<file path="config.mk">
export PLATFORM = sky130hd
export DESIGN_NAME = flash_guard
export DESIGN_NICKNAME = d
export VERILOG_FILES = /design/src/core/flash_guard_pkg.sv /design/src/core/flash_guard.sv
export SDC_FILE = /design/constraint.sdc
export NUM_CORES = 2
export LEC_CHECK = 0
export BUFFER_PORTS_ARGS = -buffer_cell sky130_fd_sc_hd__buf_2
export CORE_AREA = 5 5 471 473
export CTS_CLUSTER_SIZE = 40
export DETAILED_ROUTE_END_ITERATION = 16
export DIE_AREA = 0 0 476 478
export PLACE_DENSITY = 0.41
export REMOVE_ABC_BUFFERS = 1
export SETUP_SLACK_MARGIN = 0.02
export SLEW_MARGIN = 20
export SYNTH_ARGS = -nofsm -noshare
export SYNTH_HDL_FRONTEND = slang
export SYNTH_SLANG_ARGS = --single-unit
export TNS_END_PERCENT = 30
</file>
<file path="constraint.sdc">
create_clock -name clk_sys -period 2.95 [get_ports clk_sys]
set_input_delay 0.295 -clock clk_sys [delete_from_list [all_inputs] [get_ports clk_sys]]
set_output_delay 0.295 -clock clk_sys [all_outputs]
set_load 0.05 [all_outputs]
</file>
<file path="src/core/flash_guard_pkg.sv">
// Constants and types for the flash guard and programmer port block
package flash_guard_pkg;
  // APB register byte offsets
  localparam logic [7:0] ctrl_one_off = 8'h00;
  localparam logic [7:0] ctrl_two_off = 8'h04;
  localparam logic [7:0] erase_sel_off = 8'h08;
  localparam logic [7:0] cpu_event_off = 8'h0c;
  // Control one fields
  localparam int prog_bit = 0;
  localparam int erase_bit = 1;
  localparam int burn_check_bit = 2;
  localparam int clear_check_bit = 3;
  localparam int write_guard_off_bit = 6;
  // Control two fields
  localparam int flash_error_bit = 7;
  // Status word fields in control two readback
  localparam int prog_mode_bit = 8;
  localparam int erase_mode_bit = 9;
  localparam int irq_block_bit = 10;
  // Reset values
  localparam logic [7:0] ctrl_one_rst = 8'h00;
  localparam logic [7:0] ctrl_two_rst = 8'h00;
  localparam logic [7:0] erase_sel_rst = 8'h00;
  // Programmer command codes
  localparam logic [7:0] cmd_read = 8'h00;
  localparam logic [7:0] cmd_program = 8'h40;
  localparam logic [7:0] cmd_erase = 8'h20;
  localparam logic [7:0] cmd_status = 8'h71;
  // Programmer address range and page
  localparam logic [15:0] flash_top = 16'hefff;
  localparam int page_bytes = 128;
  localparam int page_low_bits = 7;
  // Status return code bits
  localparam int st_abnormal = 7;
  localparam int st_cmd_err = 6;
  localparam int st_addr_err = 0;
  // Programmer state
  typedef enum logic [2:0] {
    pm_read, pm_wait, pm_erase2, pm_status2, pm_load, pm_status
  } pm_state_t;
endpackage

</file>
<file path="src/core/flash_guard.sv">
// Flash program/erase protection and programmer command port
`timescale 1ns/1ps
module flash_guard
  import flash_guard_pkg::*;
(
  // Clock and resets
  input wire logic clk_sys,
  input wire logic srst,
  input wire logic por,
  // APB slave
  input wire logic psel,
  input wire logic penable,
  input wire logic pwrite,
  input wire logic [7:0] paddr,
  input wire logic [31:0] pwdata,
  output logic [31:0] prdata,
  output logic pready,
  output logic pslverr,
  // CPU and power events
  input wire logic low_power_entry,
  input wire logic boot_running,
  input wire logic exception_start,
  input wire logic sleep_exec,
  input wire logic flash_read_busy_area,
  output logic irq_block,
  output logic prog_mode,
  output logic erase_mode,
  output logic burn_check,
  output logic clear_check,
  output logic [7:0] erase_enable,
  // Programmer port
  input wire logic prog_we,
  input wire logic prog_oe,
  input wire logic [15:0] prog_addr,
  input wire logic [7:0] prog_din,
  input wire logic prog_op_done,
  input wire logic prog_op_fail,
  output logic [7:0] prog_dout,
  output logic prog_dout_oe_n,
  output logic prog_start,
  output logic erase_start,
  output logic [15:0] read_addr,
  input wire logic [7:0] mem_rdata,
  output logic [7:0] page_data [page_bytes],
  output logic [15:0] write_addr
);
  logic [7:0] c1_q, c1_d, c2_q, ebr_q;
  logic err_q, err_d;
  logic pm_q, em_q;
  logic [31:0] rd_d;
  logic wr_en, rd_en, c1_sel, c2_sel, ebr_sel, map_ok;
  logic busy, fault;
  pm_state_t st_q, st_d;
  logic [7:0] code_q, code_d, cnt_q, cnt_d;
  logic busy_op_q, busy_op_d;
  logic [7:0] dout_d;
  logic guard_ok, prog_go, erase_go, code_keep;

  // APB decode, zero wait states
  assign wr_en = psel && penable && pwrite;
  assign rd_en = psel && !penable && !pwrite;
  assign c1_sel = paddr == ctrl_one_off;
  assign c2_sel = paddr == ctrl_two_off;
  assign ebr_sel = paddr == erase_sel_off;
  assign map_ok = c1_sel || c2_sel || ebr_sel;

  // Error detection while programming or erasing
  assign busy = pm_q || em_q;
  assign fault = busy && (flash_read_busy_area
    || exception_start
    || sleep_exec);
  assign err_d = err_q || fault;

  // Mode requests gated by the write guard and the error lock.
  // Interrupt blocking follows the real modes, not the raw bits,
  // so a guarded write never masks interrupts by itself.
  assign guard_ok = c1_d[write_guard_off_bit] && !err_d;
  assign prog_go = c1_d[prog_bit] && guard_ok;
  assign erase_go = c1_d[erase_bit] && guard_ok
    && (ebr_q != 8'h00);

  // Control one next value; verify bits allowed under error
  assign c1_d = (wr_en && c1_sel) ? pwdata[7:0] : c1_q;

  assign rd_d = c1_sel ? {24'h0, c1_q} :
    c2_sel ? {21'h0, irq_block, em_q, pm_q, c2_q} :
    ebr_sel ? {24'h0, ebr_q} : 32'h0;

  // Control registers; low power aborts and clears, error keeps them
  always_ff @(posedge clk_sys)
  begin
    if (srst || low_power_entry)
    begin
      c1_q <= ctrl_one_rst;
      ebr_q <= erase_sel_rst;
    end
    else
    begin
      c1_q <= c1_d;
      if (wr_en && ebr_sel)
        ebr_q <= pwdata[7:0];
    end
  end

  // Error flag, power-on reset only
  always_ff @(posedge clk_sys)
  begin
    if (por)
      err_q <= 1'b0;
    else
      err_q <= err_d;
  end

  // Mode outputs gated by write guard and error protection; burn_check and clear_check follow control one ungated
  always_ff @(posedge clk_sys)
  begin
    if (srst || low_power_entry)
    begin
      pm_q <= 1'b0;
      em_q <= 1'b0;
      burn_check <= 1'b0;
      clear_check <= 1'b0;
      erase_enable <= 8'h00;
      irq_block <= 1'b0;
      prog_mode <= 1'b0;
      erase_mode <= 1'b0;
    end
    else
    begin
      pm_q <= prog_go;
      em_q <= erase_go;
      prog_mode <= prog_go;
      erase_mode <= erase_go;
      burn_check <= c1_d[burn_check_bit];
      clear_check <= c1_d[clear_check_bit];
      erase_enable <= ebr_q & {8{guard_ok}};
      irq_block <= prog_go || erase_go || boot_running;
    end
  end

  // APB read data and response
  always_ff @(posedge clk_sys)
  begin
    if (srst)
    begin
      prdata <= 32'h0;
      pready <= 1'b0;
      pslverr <= 1'b0;
    end
    else
    begin
      if (rd_en)
        prdata <= rd_d;
      pready <= psel && !penable;
      pslverr <= psel && !penable && !map_ok;
    end
  end
  assign c2_q = {err_q, 7'h0};

  // Programmer command decode
  always_comb
  begin
    st_d = st_q;
    code_d = code_q;
    cnt_d = cnt_q;
    busy_op_d = busy_op_q;
    if (busy_op_q)
    begin
      if (prog_op_done)
      begin
        busy_op_d = 1'b0;
        code_d[st_abnormal] = prog_op_fail;
        st_d = pm_wait;
      end
    end
    else if (prog_we)
    begin
      unique case (st_q)
        pm_read, pm_wait, pm_status:
        begin
          if (!code_keep)
            code_d = 8'h00;
          if (prog_din == cmd_read)
            st_d = pm_read;
          else if (prog_din == cmd_program)
          begin
            st_d = pm_load;
            cnt_d = 8'h00;
          end
          else if (prog_din == cmd_erase)
            st_d = pm_erase2;
          else if (prog_din == cmd_status)
            st_d = pm_status2;
          else
          begin
            code_d[st_cmd_err] = 1'b1;
            st_d = pm_wait;
          end
        end
        pm_erase2:
        begin
          if (prog_din == cmd_erase)
            busy_op_d = 1'b1;
          else
          begin
            code_d[st_cmd_err] = 1'b1;
            code_d[st_abnormal] = 1'b1;
          end
          st_d = pm_wait;
        end
        pm_status2:
        begin
          if (prog_din == cmd_status)
            st_d = pm_status;
          else
          begin
            code_d[st_cmd_err] = 1'b1;
            code_d[st_abnormal] = 1'b1;
            st_d = pm_wait;
          end
        end
        pm_load:
        begin
          if (cnt_q == 8'h00 && (prog_addr[page_low_bits-1:0] != 7'h0
            || prog_addr > flash_top))
          begin
            code_d[st_addr_err] = 1'b1;
            code_d[st_abnormal] = 1'b1;
          end
          cnt_d = cnt_q + 8'h01;
          if (cnt_q == 8'(page_bytes - 1))
          begin
            busy_op_d = 1'b1;
            st_d = pm_wait;
          end
        end
      endcase
    end
  end

  // Status command keeps the return code; any other command clears it
  assign code_keep = prog_din == cmd_status;

  // Data out: status polling, status code or memory byte
  assign dout_d = busy_op_q ? {1'b0, 7'h0} :
    (st_q == pm_status) ? code_q :
    (st_q == pm_read) ? mem_rdata : {1'b1, code_q[st_abnormal], 6'h0};

  // Programmer state registers; power-up enters read mode
  always_ff @(posedge clk_sys)
  begin
    if (srst)
    begin
      st_q <= pm_read;
      code_q <= 8'h00;
      cnt_q <= 8'h00;
      busy_op_q <= 1'b0;
      prog_dout <= 8'h00;
      prog_dout_oe_n <= 1'b1;
      prog_start <= 1'b0;
      erase_start <= 1'b0;
      read_addr <= 16'h0;
      write_addr <= 16'h0;
    end
    else
    begin
      st_q <= st_d;
      code_q <= code_d;
      cnt_q <= cnt_d;
      busy_op_q <= busy_op_d;
      prog_dout <= dout_d;
      prog_dout_oe_n <= !prog_oe;
      prog_start <= busy_op_d && !busy_op_q && st_q == pm_load;
      erase_start <= busy_op_d && !busy_op_q && st_q == pm_erase2;
      if (prog_addr <= flash_top)
        read_addr <= prog_addr;
      if (prog_we && st_q == pm_load && cnt_q == 8'h00)
        write_addr <= prog_addr;
    end
  end

  // Page latch, one byte per write cycle
  genvar gi;
  generate
    for (gi = 0; gi < page_bytes; gi++)
    begin : g_page
      always_ff @(posedge clk_sys)
      begin
        if (srst)
          page_data[gi] <= 8'hff;
        else if (prog_we && st_q == pm_load && !busy_op_q
          && cnt_q == 8'(gi))
          page_data[gi] <= prog_din;
      end
    end
  endgenerate
endmodule // flash_guard

</file>
Word-level counts from Yosys, hierarchy flattened
Cells that the tools add are included.
{ "word_totals": {"regBits": 1146, "latch_bits": 0, "mem_bits_rw": 0, "romBits": 0, "input_bits": 87, "output_inout_bits": 1114, "word_cells": 529, "n_memories": 0} }
{ "op_classes": {"n_addsub": 1, "n_mul": 0, "n_div": 0, "n_lt_le_gt_ge": 2, "n_eq_ne": 149, "n_shift": 0, "muxes": 40, "n_bitwise": 3, "reduce_logical": 180} }
{ "ops": {"columns": ["operator", "n"], "rows": [
  ["$eq A8 B7 Y1 const B", 66],
  ["$eq A8 B6 Y1 const B", 33],
  ["$logic_and A1 B1 Y1", 147],
  ["$eq A8 B5 Y1 const B", 16],
  ["$eq A8 B4 Y1 const B", 9],
  ["$mux W8", 7],
  ["$eq A8 B3 Y1 const B", 5],
  ["$logic_not A8 Y1", 3],
  ["$mux W11", 2],
  ["$mux W3", 7],
  ["$eq A8 B2 Y1 const B", 2],
  ["$gt A16 B16 Y1 const B", 1],
  ["$le A16 B16 Y1 const B", 1],
  ["$pmux W8 S2", 1],
  ["$reduce_and A5 Y1", 3],
  ["$ne A2 B2 Y1 const B", 7],
  ["$mux W1", 12],
  ["$ne A3 B3 Y1 const B", 4],
  ["$pmux W3 S4", 1],
  ["$logic_or A1 B1 Y1", 10],
  ["$add A8 B1 Y8 const B", 1],
  ["$and A8 B8 Y8", 1],
  ["$eq A8 B1 Y1 const B", 1],
  ["$mux W2", 4],
  ["other kinds (21)", 31]
]} }

Logic depth before layout (Yosys ltp)
{ "depth": {"ltp_word": 10, "depth_mapped": 10} }

Worst setup path after synthesis
No wires, ideal clock.
{ "synth_timing": {"kind": "register -> register", "startpoint": "reg st_q[1]", "endpoint": "reg page_data[709] in the netlist's numbering", "arrival_time_ps": 1963, "required_ps": 2830, "path_slack_ps": 867, "path_stages_with_launch": 10, "synth_period_minus_slack_ps": 2083, "cell_sequence": "dfxtp_1 > buf_2 > nor3b_4 > buf_2 > nand3_2 > buf_2 > nor2_2 > buf_2 > nor2b_1 > a211o_1"} }
{ "synth_via": {"elab_chain_cells": 4} }
{ "synth_rtl": {"columns": ["element", "line", "rtl"], "rows": [
  ["start: declaration", "flash_guard.sv:53", "pm_state_t st_q, st_d;"],
  ["start signal: assignment", "flash_guard.sv:254", "st_q <= pm_read;"],
  ["start signal: assignment", "flash_guard.sv:267", "st_q <= st_d;"],
  ["$eq A3 B3 Y1", "flash_guard.sv:291", "else if (prog_we && st_q == pm_load && !busy_op_q"],
  ["$logic_and A1 B1 Y1 (2 in a row)", "flash_guard.sv:291", null],
  ["$logic_and A1 B1 Y1", "flash_guard.sv:292", "&& cnt_q == 8'(gi))"],
  ["end signal: indexed assignment", "flash_guard.sv:293", "page_data[gi] <= prog_din;"],
  ["end: declaration", "flash_guard.sv:44", "output logic [7:0] page_data [page_bytes],"]
]} }
No other way between the ends.
A chain may end at the register's enable or synchronous reset.

Worst setup path after layout
{ "layout_timing": {"startpoint": "reg cnt_q[2]", "endpoint": "reg page_data[887] in the netlist's numbering"} }
{ "layout_via": {"elab_chain_cells": 2} }
{ "layout_rtl": {"columns": ["element", "line", "rtl"], "rows": [
  ["start: declaration", "flash_guard.sv:54", "logic [7:0] code_q, code_d, cnt_q, cnt_d;"],
  ["start signal: assignment", "flash_guard.sv:269", "cnt_q <= cnt_d;"],
  ["$eq A8 B5 Y1", "flash_guard.sv:292", null],
  ["$logic_and A1 B1 Y1", "flash_guard.sv:292", null]
]} }
No other way between the ends.

==> flow_summary.toml <==
[floorplan]
core_um2 = 217000
chipWidth_um = 476
start_util_pct = 19.3
row_count = 171
io_pins = 1201
dieArea_um2 = 228000
die_y_um = 478

[power_and_ir_drop]
swShare_pct = 23.9
power_switching_w = 0.00808
clockPowerShare_pct = 51.4
p_leak_nw = 20.8
ir_drop_uv = 532
cell_internal_pwr_w = 0.0257
power_frac_seq_pct = 45.0
power_frac_comb_pct = 3.6
power.density_nw_per_um2 = 597

[yosys]
async_flop_share_pct = 0
yosysTopAreaCell = "dfxtp_1"
ys.flop_type = "dfxtp_1"
ys_top_cells_by_area = "dfxtp_1 (54%), a211o_1 (17%), nor2b_1 (7.6%)"
ys_seq_area_share_pct = 53.7
synth_mux_area_share_pct = 0.978
synth_top_family_by_area = "simple AND/OR/NAND/NOR gates"
synth.avg_cell_area_um2 = 9.64
ys_ff_latch = 1123
synth_simple_gate_area_share_pct = 23.2
synth_area_um2 = 41800
post_synth_num_cell_types = 58
synth-adder-area-share_pct = 0.120
synth_top_area_share_pct = 53.7
yosys_warnings = 0
synth_edf_count = 0
synth_cells = 4341
synth-compound-area-share_pct = 17.8
synth_xor_area_share_pct = 0.105

[timing]
setup_viol = 0
max_freq_mhz = 374
finalCritPeriodShare_pct = 90.5
timing.hold.ws_ns = 0.0922
min_period_ns = 2.67
skew_ns = 0.0290
hold_viol_final = 0
max_slew_margin_pct = 35.9
rsz0062_at_grt = "false"
slew_viol_final = 0
worstMarginPinSlew_ns = 0.954
tns_ns = 0

[worst_hold_path]
min_path_type = "input pin to flip-flop"
hold_depth = 2
hp-start = "srst"
holdPathEnd = "page_data[80]$_SDFFE_PP1P_"

[detailed_routing]
antenna_left = 0
dr.pass1.iters = 5
wire_per_inst_um = 23.1
vias_per_cell = 4.32
drcViolationCount = 0
vias = 36500
drtIter0Drc = 2181
wl_mm = 196

[global_route]
antenna_found_initial = 8
grt_overflow_total = 0
grt_pass1_vias = 34800
grt_pass1_wl_mm = 270
grt_max_degree = 115
grt.total_usage_pct = 16.3

[layout]
fill_cells = 23300
nets = 5592
final_common_cell = "buf_2"
area_delta_synth_final_pct = 35.3
layout_common_cells = "buf_2 (1146), dfxtp_1 (1123), a211o_1 (806)"
drive_above_1_share_pct = 28.6

[place]
port_buffers = 1155
gp_congestion = 0.792
dpl.hpwl_mm = 138

[status]
status = "finished, final reports clean"

[run]
maxCapViolCount = 0

[cts]
cts_tree = "built"
clock_path_buffers = 3
clk_pin_slew_worst_paths_ns = 0.06
cts_buffers = 138
cts-root-buf = "clkbuf_16"
cts_resized = 0
clk_latency_ns = 0.79
cts_max_level = 4
post_cts_buffers = 0
cts.sinks = 1123
hold_buffers = 58

[worst_setup_path]
r2r-start = "cnt_q[2]$_SDFFE_PP0P_"
cp.required_ns = 3.60
r2r_end = "page_data[887]$_SDFFE_PP1P_"
cpPeakStageDelay_ns = 0.81
r2r_cells = 5
critPathTopFamily = "simple AND/OR/NAND/NOR gates"
start_kind = "flip-flop"
critical_path.cell_chain = "nor4_4 > buf_4 > and2_1 > nand2_1 > a211o_1"
crit_slowest_cell = "nor4_4"
cp_max_fo = 13
critPathCaptureType = "flip-flop"
r2r_slack_ns = 0.28
crit_type = "flip-flop to flip-flop"
crit_buf_inv = 1
worstPathArrival_ns = 3.32
synthesized netlist by cell type, types with 12 or more instances:
cell and number:
nand2_1 561, buf_4 21, nor2b_1 511, clkbuf_1 291, nand3b_1 221, and2_1 26, buf_2 79, nand3_1 21
a211o_1 806, mux2i_1 33, a22oi_1 12, a21oi_1 24, dfxtp_1 1123, inv_1 14, nor2_1 449
cell families (layout without fill, tap and decap cells):
| logic type | Yosys count | count (layout) |
|---|---|---|
| and+or+nand+nor | 1890 | 1890 |
| AOI/OAI and AO/OA | 867 | 867 |
| DFF | 1123 | 1123 |
| adders and majority gates | 4 | 4 |
| other | 1 | 30 |
| buffers and inverters | 411 | 1653 |
| muxes | 40 | 40 |
| xor gates and xnor gates | 5 | 5 |
worst max-delay path by stage:
stage / startpoint / end / depth (start not counted)
after floorplan: st_q[2]$_SDFFE_PP0P_ / page_data[712]$_SDFFE_PP1P_ / 5
after global placement: cnt_q[3]$_SDFFE_PP0P_ / page_data[501]$_SDFFE_PP1P_ / 5
after detailed placement: cnt_q[3]$_SDFFE_PP0P_ / page_data[497]$_SDFFE_PP1P_ / 5
after CTS: cnt_q[3]$_SDFFE_PP0P_ / page_data[497]$_SDFFE_PP1P_ / 5
after global routing: cnt_q[3]$_SDFFE_PP0P_ / page_data[496]$_SDFFE_PP1P_ / 5
final: cnt_q[2]$_SDFFE_PP0P_ / page_data[887]$_SDFFE_PP1P_ / 5
metrics by stage:
step | worst slack (ns) | std cells | util [%] | cell area, um^2 | power, W
finish | 0.280 | 8466 | 26.1 | 56600 | 0.0338
global route | 0.0634 | 8459 | 26.1 | 56600 | 0.0350
CTS | 0.208 | 8457 | 26.1 | 56600 | 0.0344
detailed placement | 0.217 | 8157 | 23.7 | 51400 | 0.0167
global placement | 0.236 | 8157 | 23.7 | 51400 | 0.0167
floorplan | -0.146 | 3964 | - | 40200 | 0.0158
per-layer routing:
layer  track usage, %  wire (um)
met1             19.7      81500
met2             26.8      90100
met3             6.65      19700
met4             4.12       4690
met5                0         13
power groups by stage:
stage / combinational, W / clock [W] / sequential [W]
after floorplan: 0.000223 / 0 / 0.0156
after global placement: 0.00119 / 0 / 0.0155
after detailed placement: 0.00119 / 0 / 0.0155
after CTS: 0.00125 / 0.0179 / 0.0152
after global routing: 0.00130 / 0.0185 / 0.0152
final: 0.00123 / 0.0173 / 0.0152
state kept, by name, indices dropped and copies added, names as in the netlist:
name,cells
pready,1
prog_dout,8
erase_start,1
pslverr,1
cnt_q,8
prog_start,1
em_q,1
page_data,1024
st_q,3
c1_q,8
irq_block,1
read_addr,16
code_q,3
pm_q,1
erase_enable,8
write_addr,16
prog_dout_oe_n,1
busy_op_q,1
ebr_q,8
err_q,1
prdata,11
cell type report:
cell class	instances	area [um^2]	area share [%]
timing repair buffer	1397	8070	14.3
clock buffer	206	4150	7.34
clock inverter	36	462	0.816
antenna	9	22.5	0.0398
multi-input combinational	2827	17800	31.4
sequential	1123	22500	39.7
tap	2854	3570	6.31
inverter	14	55.1	0.0973
worst reg2reg max path: stages, from the launching register on:
cell and delay [ns]:
dfxtp_1 0.48, nor4_4 0.81, buf_4 0.29, and2_1 0.27, nand2_1 0.34, a211o_1 0.39
(Power assumes the default switching activity.)
